**config.mk**
```make
export PLATFORM = sky130hd
export DESIGN_NAME = ccc_core
export DESIGN_NICKNAME = d
export VERILOG_FILES = /design/src/hw/ccc_pkg.sv /design/src/hw/ccc_core.sv
export VERILOG_INCLUDE_DIRS = /design/src /design/src/hw
export SDC_FILE = /design/constraint.sdc
export NUM_CORES = 1
export LEC_CHECK = 0
export BUFFER_PORTS_ARGS = -buffer_cell sky130_fd_sc_hd__buf_2
export CORE_MARGIN = 3
export CORE_UTILIZATION = 58
export DETAILED_ROUTE_END_ITERATION = 7
export PLACE_DENSITY_LB_ADDON = 0.12
export SLEW_MARGIN = 10
export SYNTH_ARGS = -nofsm -noshare
export SYNTH_HDL_FRONTEND = slang
export SYNTH_SLANG_ARGS = --single-unit
```
**constraint.sdc**
```tcl
create_clock -name clock -period 8.1 [get_ports clock]
set_input_delay 0 -clock clock [delete_from_list [all_inputs] [get_ports clock]]
set_output_delay 0 -clock clock [all_outputs]
set_load 0.05 [all_outputs]
```
**src/hw/ccc_map.svh**
```systemverilog
/*
 holds the timing-free constants and defaults of the counter channel core.
 assumes it is included by its bare name from the core.
*/
// What this block does
// RULE1 - main direction up: count from load value to end minus one, wrap to load
// RULE2 - main direction down: count from start value to one, wrap to start
// RULE3 - no main direction selected means no range limit; this is the default
// RULE4 - endless counting mode ignores the main direction limit
// RULE5 - cancel gate mode, the default, restarts from load value on gate reopen
// RULE6 - stop gate mode holds count while closed and resumes on reopen
// RULE7 - start value defaults to 2147483647
// RULE8 - end value accepts two up to 2147483647
// RULE9 - count always compared against comparison value, default 0, range-bounded
// RULE10 - hysteresis 0 to 255, default 0; values 0 and 1 disable it
// RULE11 - pulse/direction by default, plus rotary single, double, quadruple
// RULE12 - with hardware gating on, channel 3 needs software and hardware gate open
// RULE13 - with hardware gating off, channel 3 is gated by software gate alone
// RULE14 - optional inversion of direction input, off by default
// RULE15 - channel mode is deactivated, endless, once or periodic
// RULE16 - rotary modes give one, two, four counts per period; A/B phase sets direction
`ifndef CCC_MAP_SVH
`define CCC_MAP_SVH
`define CCC_START_DEFAULT 32'h7FFF_FFFF
`define CCC_END_MIN 32'h0000_0002
`define CCC_END_MAX 32'h7FFF_FFFF
`define CCC_CMP_DEFAULT 32'h0000_0000
`define CCC_HYST_DEFAULT 8'h00
`define CCC_HYST_MIN_ON 8'h02
`define CCC_HARDWARE_GATE_INPUT_CHANNEL 2'h3
`endif

```
**src/hw/ccc_pkg.sv**
```systemverilog
/*
 holds the mode enumerations of the counter channel core.
 assumes ccc_map.svh is on the include path.
*/
package ccc_pkg;
  typedef enum logic [1:0] {
    ccc_mode_off, ccc_mode_endless, ccc_mode_once, ccc_mode_periodic
  } ccc_mode_e;
  typedef enum logic [1:0] {
    ccc_dir_none, ccc_dir_up, ccc_dir_down
  } ccc_main_dir_e;
  typedef enum logic [1:0] {
    ccc_eval_pulse_dir, ccc_eval_single, ccc_eval_double, ccc_eval_quad
  } ccc_eval_e;
  typedef enum logic {
    ccc_gate_cancel, ccc_gate_stop
  } ccc_gate_e;
endpackage

```
**src/hw/ccc_core.sv**
```systemverilog
/*
 holds the counter channel core: input evaluation, gating, range limit and
 comparator with hysteresis. assumes encoder inputs synchronous to clock
 and filtered outside; configuration ports held stable by the owner.
*/
`include "ccc_map.svh"
module ccc_core #(
  parameter logic [1:0] channel = 2'h0,
  parameter int width = 32
) (
  // clock and reset
  input wire logic clock,
  input wire logic srst,
  // encoder inputs
  input wire logic track_a,
  input wire logic track_b,
  // gates
  input wire logic software_gate,
  input wire logic hardware_gate_input,
  // configuration
  input wire ccc_pkg::ccc_mode_e mode,
  input wire ccc_pkg::ccc_main_dir_e main_dir,
  input wire ccc_pkg::ccc_eval_e eval,
  input wire ccc_pkg::ccc_gate_e gate_mode,
  input wire logic hardware_gate_input_enable,
  input wire logic dir_invert,
  input wire logic [width-1:0] load_value,
  input wire logic [width-1:0] start_value,
  input wire logic [width-1:0] end_value,
  input wire logic [width-1:0] cmp_value,
  input wire logic [7:0] hysteresis,
  input wire logic cmp_le_mode,
  // status
  output logic [width-1:0] count,
  output logic gate_open,
  output logic cmp_hit,
  output logic cfg_error
);
  typedef struct packed {
    logic [width-1:0] count;
    logic a_d;
    logic b_d;
    logic gate_d;
    logic cmp;
    logic err;
  } ccc_state_s;

  ccc_state_s st;
  ccc_state_s next_st;
  logic gate;
  logic dir_in;
  logic step;
  logic down;
  logic a_rise;
  logic a_fall;
  logic b_edge;
  logic a_edge;
  logic signed [width:0] diff;
  logic signed [width:0] band;

  always_comb begin
    // only channel 3 owns a hardware gate; elsewhere the pin is ignored
    if (channel == `CCC_HARDWARE_GATE_INPUT_CHANNEL && hardware_gate_input_enable) begin
      gate = software_gate & hardware_gate_input; // RULE12
    end else begin
      gate = software_gate; // RULE13
    end
    dir_in = track_b ^ dir_invert; // RULE14
    a_rise = track_a & ~st.a_d;
    a_fall = ~track_a & st.a_d;
    a_edge = track_a ^ st.a_d;
    b_edge = track_b ^ st.b_d;
    step = 1'b0;
    down = 1'b0;
    case (eval) // RULE11
      ccc_pkg::ccc_eval_pulse_dir: begin
        step = a_rise;
        down = dir_in;
      end
      ccc_pkg::ccc_eval_single: begin
        step = a_rise; // RULE16
        down = track_b ^ dir_invert;
      end
      ccc_pkg::ccc_eval_double: begin
        step = a_edge; // RULE16
        down = (track_a ^ track_b) ^ ~dir_invert;
      end
      ccc_pkg::ccc_eval_quad: begin
        // both tracks moving at once is a lost step; it is dropped
        step = a_edge ^ b_edge; // RULE16
        if (a_edge) begin
          down = (track_a ^ track_b) ^ ~dir_invert;
        end else begin
          down = (track_a ^ track_b) ^ dir_invert;
        end
      end
      default: begin
        step = 1'b0;
        down = 1'b0;
      end
    endcase
  end

  always_comb begin
    next_st = st;
    next_st.a_d = track_a;
    next_st.b_d = track_b;
    next_st.gate_d = gate;
    next_st.err = (main_dir == ccc_pkg::ccc_dir_up) &&
      (end_value < `CCC_END_MIN || end_value > `CCC_END_MAX); // RULE8
    if (mode == ccc_pkg::ccc_mode_off) begin
      next_st.count = '0; // RULE15
    end else if (gate && !st.gate_d && gate_mode == ccc_pkg::ccc_gate_cancel)
    begin
      next_st.count = load_value; // RULE5
    end else if (gate && step) begin
      // stop mode simply freezes the count while the gate is closed
      if (mode == ccc_pkg::ccc_mode_endless ||
          main_dir == ccc_pkg::ccc_dir_none) begin
        if (down) begin
          next_st.count = st.count - 1'b1; // RULE3 RULE4
        end else begin
          next_st.count = st.count + 1'b1; // RULE3 RULE4
        end
      end else if (main_dir == ccc_pkg::ccc_dir_up) begin
        if (!down && st.count >= end_value - 1'b1) begin
          next_st.count = load_value; // RULE1
        end else if (down) begin
          next_st.count = st.count - 1'b1;
        end else begin
          next_st.count = st.count + 1'b1; // RULE1
        end
      end else begin
        if (down && st.count <= {{(width-1){1'b0}}, 1'b1}) begin
          next_st.count = start_value; // RULE2
        end else if (down) begin
          next_st.count = st.count - 1'b1; // RULE2
        end else begin
          next_st.count = st.count + 1'b1;
        end
      end
    end // RULE6
    // hysteresis: output sets on reaching the comparison value but only clears once count leaves a band below (above with cmp_le_mode) the
    // comparison value, trading response near the threshold for stability
    diff = $signed({next_st.count[width-1], next_st.count}) -
      $signed({cmp_value[width-1], cmp_value});
    band = $signed({{(width-7){1'b0}}, hysteresis});
    if (hysteresis < `CCC_HYST_MIN_ON) begin
      if (cmp_le_mode) begin
        next_st.cmp = (diff <= 0); // RULE9 RULE10
      end else begin
        next_st.cmp = (diff >= 0); // RULE9 RULE10
      end
    end else if (cmp_le_mode) begin
      if (diff <= 0) begin
        next_st.cmp = 1'b1;
      end else if (diff >= band) begin
        next_st.cmp = 1'b0; // RULE10
      end
    end else begin
      if (diff >= 0) begin
        next_st.cmp = 1'b1;
      end else if (diff <= -band) begin
        next_st.cmp = 1'b0; // RULE10
      end
    end
  end

  always_ff @(posedge clock) begin
    if (srst) begin
      st <= '0;
    end else begin
      st <= next_st;
    end
  end

  assign count = st.count;
  assign gate_open = st.gate_d;
  assign cmp_hit = st.cmp;
  assign cfg_error = st.err;
endmodule // ccc_core

```
==> qor.json, run 1 <==
{
  "firstDrtPassIters": {"value": 7},
  "worst_pin_slew": {"value": 1.14, "unit": "ns"},
  "drt_first_iter_violations": {"value": 1117},
  "final_min_period_over_clock_period": {"value": 94.9, "unit": "%"},
  "crit_path_max_fanout": {"value": 6},
  "static-leakage-power": {"value": 4.77, "unit": "nW"},
  "design.final.nets": {"value": 1698},
  "post_synth_inst_count": {"value": 1297},
  "area.growth.synth_to_final": {"value": 13.8, "unit": "%"},
  "synth.yosys.seq_area_share": {"value": 8.14, "unit": "%"},
  "synth_flop_cell": {"value": "sky130_fd_sc_hd__dfxtp_1"},
  "netlist.top_cell.by_area": {"value": "sky130_fd_sc_hd__ha_1"},
  "die_height": {"value": 131, "unit": "µm"},
  "timing.max_cap.violations": {"value": 0},
  "clock_tree.htree_level_count": {"value": 2},
  "mappedNetlistNets": {"value": 1560},
  "maxClockFrequency": {"value": 0.130, "unit": "GHz"},
  "hold_path_class": {"value": "input port to flip-flop"},
  "die-width": {"value": 131, "unit": "µm"},
  "clock_tree_from_tritoncts": {"value": "built"},
  "pwr_density_cell": {"value": 135, "unit": "nW/µm²"},
  "final.fill_count": {"value": 1443},
  "drt-wirelength-per-cell": {"value": 18.9, "unit": "µm"},
  "postCtsHoldBufs": {"value": 0},
  "synth_edf_count": {"value": 0},
  "worstPathRequired": {"value": 8.28, "unit": "ns"},
  "number_of_global_route_vias_before_repair": {"value": 9833},
  "boundaryPins": {"value": 187},
  "syn_area": {"value": 9090, "unit": "µm²"},
  "synth_area_leaders": {"value": "sky130_fd_sc_hd__ha_1 (15%), sky130_fd_sc_hd__dfxtp_1 (8.1%), sky130_fd_sc_hd__nor2_1 (6.1%), sky130_fd_sc_hd__xnor2_1 (5.3%), sky130_fd_sc_hd__a21oi_1 (5.3%)"},
  "share_of_yosys_cell_area_claimed_by_the_top_area_cell_type": {"value": 15.1, "unit": "%"},
  "grt_antenna_before_repair": {"value": 2},
  "place.port_buffers": {"value": 184},
  "timing_worst_setup_path_type": {"value": "input port to flip-flop"},
  "timing.final.max_slew_violations": {"value": 0},
  "via_count": {"value": 10478},
  "critical_path.most_common_cell": {"value": "sky130_fd_sc_hd__a21o_1"},
  "dieArea": {"value": 17200, "unit": "µm²"},
  "drt_wl_total": {"value": 31.1, "unit": "mm"},
  "route.detailed.drc": {"value": 0},
  "clk-insertion-delay-late": {"value": 0.29, "unit": "ns"},
  "synth.most_common_cell": {"value": "sky130_fd_sc_hd__nor2_1"},
  "hpwl": {"value": 24.5, "unit": "mm"},
  "yosysWarningCount": {"value": 0},
  "cts-root-buf": {"value": "sky130_fd_sc_hd__clkbuf_16"},
  "grt_start_max_net_pins": {"value": 36},
  "synth.distinct_cells": {"value": 93},
  "finalClockSkew": {"value": 0.00938, "unit": "ns"},
  "ys_ff_latch": {"value": 37},
  "cp-end-kind": {"value": "flip-flop"},
  "grt_overflow_total": {"value": 0},
  "timing_hold_violations_final": {"value": 0},
  "drive_above_1_share": {"value": 20.3, "unit": "%"},
  "drt-vias-per-instance": {"value": 6.36},
  "worstPathArrival": {"value": 7.86, "unit": "ns"},
  "synth.top_cells.by_count": {"value": "sky130_fd_sc_hd__nor2_1 (147), sky130_fd_sc_hd__ha_1 (110), sky130_fd_sc_hd__nand2_1 (100), sky130_fd_sc_hd__a21oi_1 (96), sky130_fd_sc_hd__inv_1 (68)"},
  "rows": {"value": 45},
  "worst_path_largest_cell_delay": {"value": 0.56, "unit": "ns"},
  "timing.critical_path.slowest_stage_cell": {"value": "sky130_fd_sc_hd__or4_4"},
  "final_core_utilization": {"value": 67.8, "unit": "%"},
  "fin_crit": {"value": 7.69, "unit": "ns"},
  "worst_hold_slack": {"value": 0.00531, "unit": "ns"},
  "setup-violations-final": {"value": 0},
  "numCtsBuffers": {"value": 5},
  "ant_cells": {"value": 0},
  "crit_path_start_kind": {"value": "input port"},
  "synth_async_sr_flop_share": {"value": 0, "unit": "%"},
  "cts.reportedPaths.clkPinSlew": {"value": 0.07, "unit": "ns"},
  "syn_avg_cell_area": {"value": 7.01, "unit": "µm²"},
  "clkSinkCount": {"value": 37},
  "outcome": {"value": "complete, no violations"},
  "slew_headroom": {"value": 24.2, "unit": "%"},
  "gp_congestion": {"value": 0.978},
  "grt_pass1_wl": {"value": 48.9, "unit": "mm"},
  "peakVddDrop": {"value": 0.0865, "unit": "mV"},
  "start_util": {"value": 59.6, "unit": "%"},
  "clock_tree.buffer_depth": {"value": 2},
  "groute.usage.overall": {"value": 33.9, "unit": "%"},
  "final_ant_viol_nets": {"value": 0},
  "placeableCoreArea": {"value": 15300, "unit": "µm²"}
}
## worst max-delay path: cells and delay by family
family	cells	cell delay, ns
AND/OR/NAND/NOR	9	1.80
multiplexers	1	0.15
adder cells (fa/ha/maj)	3	0.85
buffers and inverters	3	0.44
AO/OA/AOI/OAI	23	4.21
XOR/XNOR	2	0.38
## final cells by class
cell class	count	area [µm²]	share of cell area (%)
Multi-Input combinational cell	1098	7700	74.4
Timing Repair Buffer	224	1250	12.0
Sequential cell	37	741	7.16
Tap cell	211	264	2.55
Inverter	69	259	2.50
Clock buffer	8	136	1.32
## logic make-up (layout without fill, tap and decap cells)
logic type      count (synthesis)  in the layout  share of synthesized area, %
compound gates                365            365                          27.8
xor+xnor                       91             91                          8.76
fa+ha+maj                     111            111                          15.4
buf+inv                       162            301                          8.52
flops                          37             37                          8.14
mux                            26             26                          2.90
simple gates                  505            505                          28.5
## per-layer routing
layer | track usage [%] | vias to the layer above | share of wire [%]
met1 | 43.4 | 4772 | 41
met4 | 15.7 | 4 | 4.6
met3 | 5.05 | 120 | 8.6
met5 | 0 | - | 0.074
li1 | - | 5015 | -
met2 | 56.3 | 567 | 46
## registers in the layout, summed over array words and instances, names as in the netlist
signal     count
cfg_error      1
cmp_hit        1
count         32
gate_open      1
st             2
## report_power, final
part,total (W),switching [W],internal [W]
logic,0.000968,0.000584,0.000384
clock network,0.000199,0.0000839,0.000115
registers,0.000235,0.0000383,0.000197
total,0.00140,0.000706,0.000696
## metrics by stage
stage                     power, W  instances  setup WS (ns)  cell area, µm²  setup TNS (ns)
final                      0.00140       1647          0.414           10400               0
after global routing       0.00151       1647        -0.0827           10400         -0.0827
after CTS                  0.00137       1644          0.359           10200               0
after detailed placement   0.00117       1636         0.0871           10100               0
after global placement     0.00116       1636          0.196           10100               0
after floorplan           0.000932       1297          0.664            9090               0
## worst paths after layout
| check | startpoint | to | slack (ns) | depth (start not counted) |
|---|---|---|---|---|
| worst max-delay path | end_value[5] | cmp_hit | 0.41 | 41 |
| worst min-delay path | track_a | st[4] | 0.005 | 2 |
| worst max register to register | st[4] | cmp_hit | 0.87 | 32 |
| worst min register to register | count[8] | count[8] | 0.80 | 2 |
## placed cells by master, fill, tap and decap left out, drive strengths merged, types with 37 or more instances in the layout
master / instances
buf: 223
nor3: 54
dfxtp: 37
a21oi: 100
ha: 110
nor2: 148
xnor2: 55
inv: 69
nand3: 39
o21ai: 58
nand2: 102
## timing repair
action,CTS,global route
buffers inserted,0,3
gates resized for setup,0,24
endpoints found under the hold margin,0,0
setup endpoints to repair,0,1
(Power assumes the default switching activity.)
==> inputs of run 2 (changes only) <==
--- a/config.mk
+++ b/config.mk
@@ -8,7 +8,7 @@
 export LEC_CHECK = 0
 export BUFFER_PORTS_ARGS = -buffer_cell sky130_fd_sc_hd__buf_2
 export CORE_MARGIN = 3
-export CORE_UTILIZATION = 58
+export CORE_UTILIZATION = 45
 export DETAILED_ROUTE_END_ITERATION = 7
 export PLACE_DENSITY_LB_ADDON = 0.12
 export SLEW_MARGIN = 10
==> run 2 against run 1 <==
Clock power increased by 36%; cell area increased by 2.6%; via count decreased by 1.7%; first-iteration DRC count decreased by 23%; maximum frequency increased by 0.51%; combinational power increased by 2.6%; highest routed layer unchanged; register-to-register slack got worse by 0.18 ns.
==> qor.json, run 2 (same netlist as run 1, synthesis figures left out) <==
{
  "worst_path_largest_cell_delay": {"value": 0.56, "unit": "ns"},
  "fin_setup_tns": {"value": 0, "unit": "ns"},
  "pwr_density_cell": {"value": 141, "unit": "nW/µm²"},
  "finalClockSkew": {"value": 0.0121, "unit": "ns"},
  "maxClockFrequency": {"value": 0.131, "unit": "GHz"},
  "largestRegisters": {"value": "count: 32 flops, st: 2 flops"},
  "hold_path_class": {"value": "input port to flip-flop"},
  "registers.top_by_ff_count": {"value": "count"},
  "finalInstanceArea": {"value": 10600, "unit": "µm²"},
  "worstPathArrival": {"value": 7.83, "unit": "ns"},
  "grt_start_max_net_pins": {"value": 36},
  "timing.max_cap.violations": {"value": 0},
  "drt_wl_total": {"value": 32.8, "unit": "mm"},
  "rows": {"value": 51},
  "drt-vias-per-instance": {"value": 5.99},
  "worst_pin_slew": {"value": 1.21, "unit": "ns"},
  "place.port_buffers": {"value": 184},
  "timing.final.max_slew_violations": {"value": 0},
  "grt_overflow_total": {"value": 0},
  "fin_crit": {"value": 7.65, "unit": "ns"},
  "crit_path_start_kind": {"value": "input port"},
  "clk-insertion-delay-late": {"value": 0.30, "unit": "ns"},
  "drt-wirelength-per-cell": {"value": 19.1, "unit": "µm"},
  "design.final.nets": {"value": 1716},
  "place_area": {"value": 10300, "unit": "µm²"},
  "setup-violations-final": {"value": 0},
  "crit_path_max_fanout": {"value": 6},
  "final_ant_viol_nets": {"value": 0},
  "critical_path.most_common_cell": {"value": "sky130_fd_sc_hd__a21o_1"},
  "dieArea": {"value": 22000, "unit": "µm²"},
  "number_of_global_route_vias_before_repair": {"value": 9633},
  "timing_hold_violations_final": {"value": 0},
  "peakVddDrop": {"value": 0.0993, "unit": "mV"},
  "die-width": {"value": 148, "unit": "µm"},
  "most_common_cell_after_layout_fill_and_taps_aside": {"value": "sky130_fd_sc_hd__buf_2"},
  "hpwl": {"value": 26.2, "unit": "mm"},
  "clock_tree.htree_level_count": {"value": 2},
  "cts.reportedPaths.clkPinSlew": {"value": 0.07, "unit": "ns"},
  "firstDrtPassIters": {"value": 6},
  "timing_worst_setup_path_type": {"value": "input port to flip-flop"},
  "start_util": {"value": 46.3, "unit": "%"},
  "boundaryPins": {"value": 187},
  "drive_above_1_share": {"value": 21.5, "unit": "%"},
  "placeableCoreArea": {"value": 19700, "unit": "µm²"},
  "drt_first_iter_violations": {"value": 864},
  "clkSinkCount": {"value": 37},
  "cp-end-kind": {"value": "flip-flop"},
  "static-leakage-power": {"value": 4.89, "unit": "nW"},
  "outcome": {"value": "complete, no violations"},
  "final_min_period_over_clock_period": {"value": 94.4, "unit": "%"},
  "clock_tree_from_tritoncts": {"value": "built"},
  "route.detailed.drc": {"value": 0},
  "gp_congestion": {"value": 0.978},
  "largest_register_ffs": {"value": 32},
  "worstPathRequired": {"value": 8.29, "unit": "ns"},
  "via_count": {"value": 10304},
  "layout.cells.most_common_list": {"value": "sky130_fd_sc_hd__buf_2 (184), sky130_fd_sc_hd__nor2_1 (145), sky130_fd_sc_hd__ha_1 (109)"},
  "grt_pass1_wl": {"value": 50.0, "unit": "mm"},
  "ant_cells": {"value": 0},
  "cts-root-buf": {"value": "sky130_fd_sc_hd__clkbuf_16"},
  "final_core_utilization": {"value": 54.0, "unit": "%"},
  "area.growth.synth_to_final": {"value": 16.8, "unit": "%"},
  "clock_tree.buffer_depth": {"value": 2},
  "grt_antenna_before_repair": {"value": 1},
  "timing.critical_path.slowest_stage_cell": {"value": "sky130_fd_sc_hd__or4_4"},
  "die_height": {"value": 148, "unit": "µm"},
  "numCtsBuffers": {"value": 5},
  "groute.usage.overall": {"value": 28.1, "unit": "%"},
  "slew_headroom": {"value": 19.0, "unit": "%"}
}
## run 2: cell types whose count changed in the layout (fill, tap and decap cells not counted), moves of 3 or more
cell,delta
sky130_fd_sc_hd__buf_4,+16
sky130_fd_sc_hd__clkbuf_1,-3
sky130_fd_sc_hd__a31oi_2,+3
sky130_fd_sc_hd__dlygate4sd3_1,+3
## run 2: area by class of cell
cell class | count | area [µm²]
timing repair buffer | 241 | 1360
fill | 2051 | 9030
clock inverter | 3 | 65.1
tap | 265 | 332
sequential | 37 | 741
clock buffer | 5 | 125
multi-input combinational | 1099 | 7740
inverter | 69 | 259
## run 2: where the power goes
part	total (W)	internal, W	switching, W
registers	0.000235	0.000197	0.0000384
logic	0.000993	0.000398	0.000595
clock network	0.000270	0.000176	0.0000940
total	0.00150	0.000771	0.000727
## run 2: critical path, delay by kind of cell
family | cells | cell delay [ns]
AO/OA/AOI/OAI | 22 | 3.92
XOR/XNOR | 2 | 0.39
adder cells (fa/ha/maj) | 3 | 0.73
buffers and inverters | 2 | 0.34
AND/OR/NAND/NOR | 12 | 2.45
## run 2: path summary, 6_finish.rpt
kind                     to  cells after the start  slack (ns)          start
setup reg to reg    cmp_hit                     33        0.69       count[0]
setup / recovery    cmp_hit                     41        0.45   end_value[5]
hold reg to reg   count[18]                      5        0.84      count[18]
hold / removal    gate_open                      3        0.01  software_gate
## run 2: per-layer routing
layer | wire (µm) | up-vias | track usage (%)
met5 | 13 | - | 0
met4 | 1090 | 2 | 10.3
met3 | 2230 | 70 | 2.19
met2 | 15100 | 461 | 47.6
met1 | 14400 | 4713 | 37.5
li1 | - | 5058 | -
## run 2: per-stage QoR
stage	cells	worst slack (ns)	hold slack, ns	total power (W)
2_1_floorplan	1297	0.664	0.128	0.000932
3_3_place_gp	1705	0.201	0.283	0.00119
3_5_place_dp	1705	0.0692	0.292	0.00120
4_1_cts	1716	0.331	0.0154	0.00147
5_1_grt	1719	-0.0122	0.0275	0.00161
6_report	1719	0.453	0.0126	0.00150
## run 2: what timing repair did
item / CTS / global route
hold endpoints to repair: 3 / 0
hold buffers: 3 / 0
endpoints found under the setup margin: 0 / 1
buffers inserted: 0 / 2
resized for setup: 0 / 28
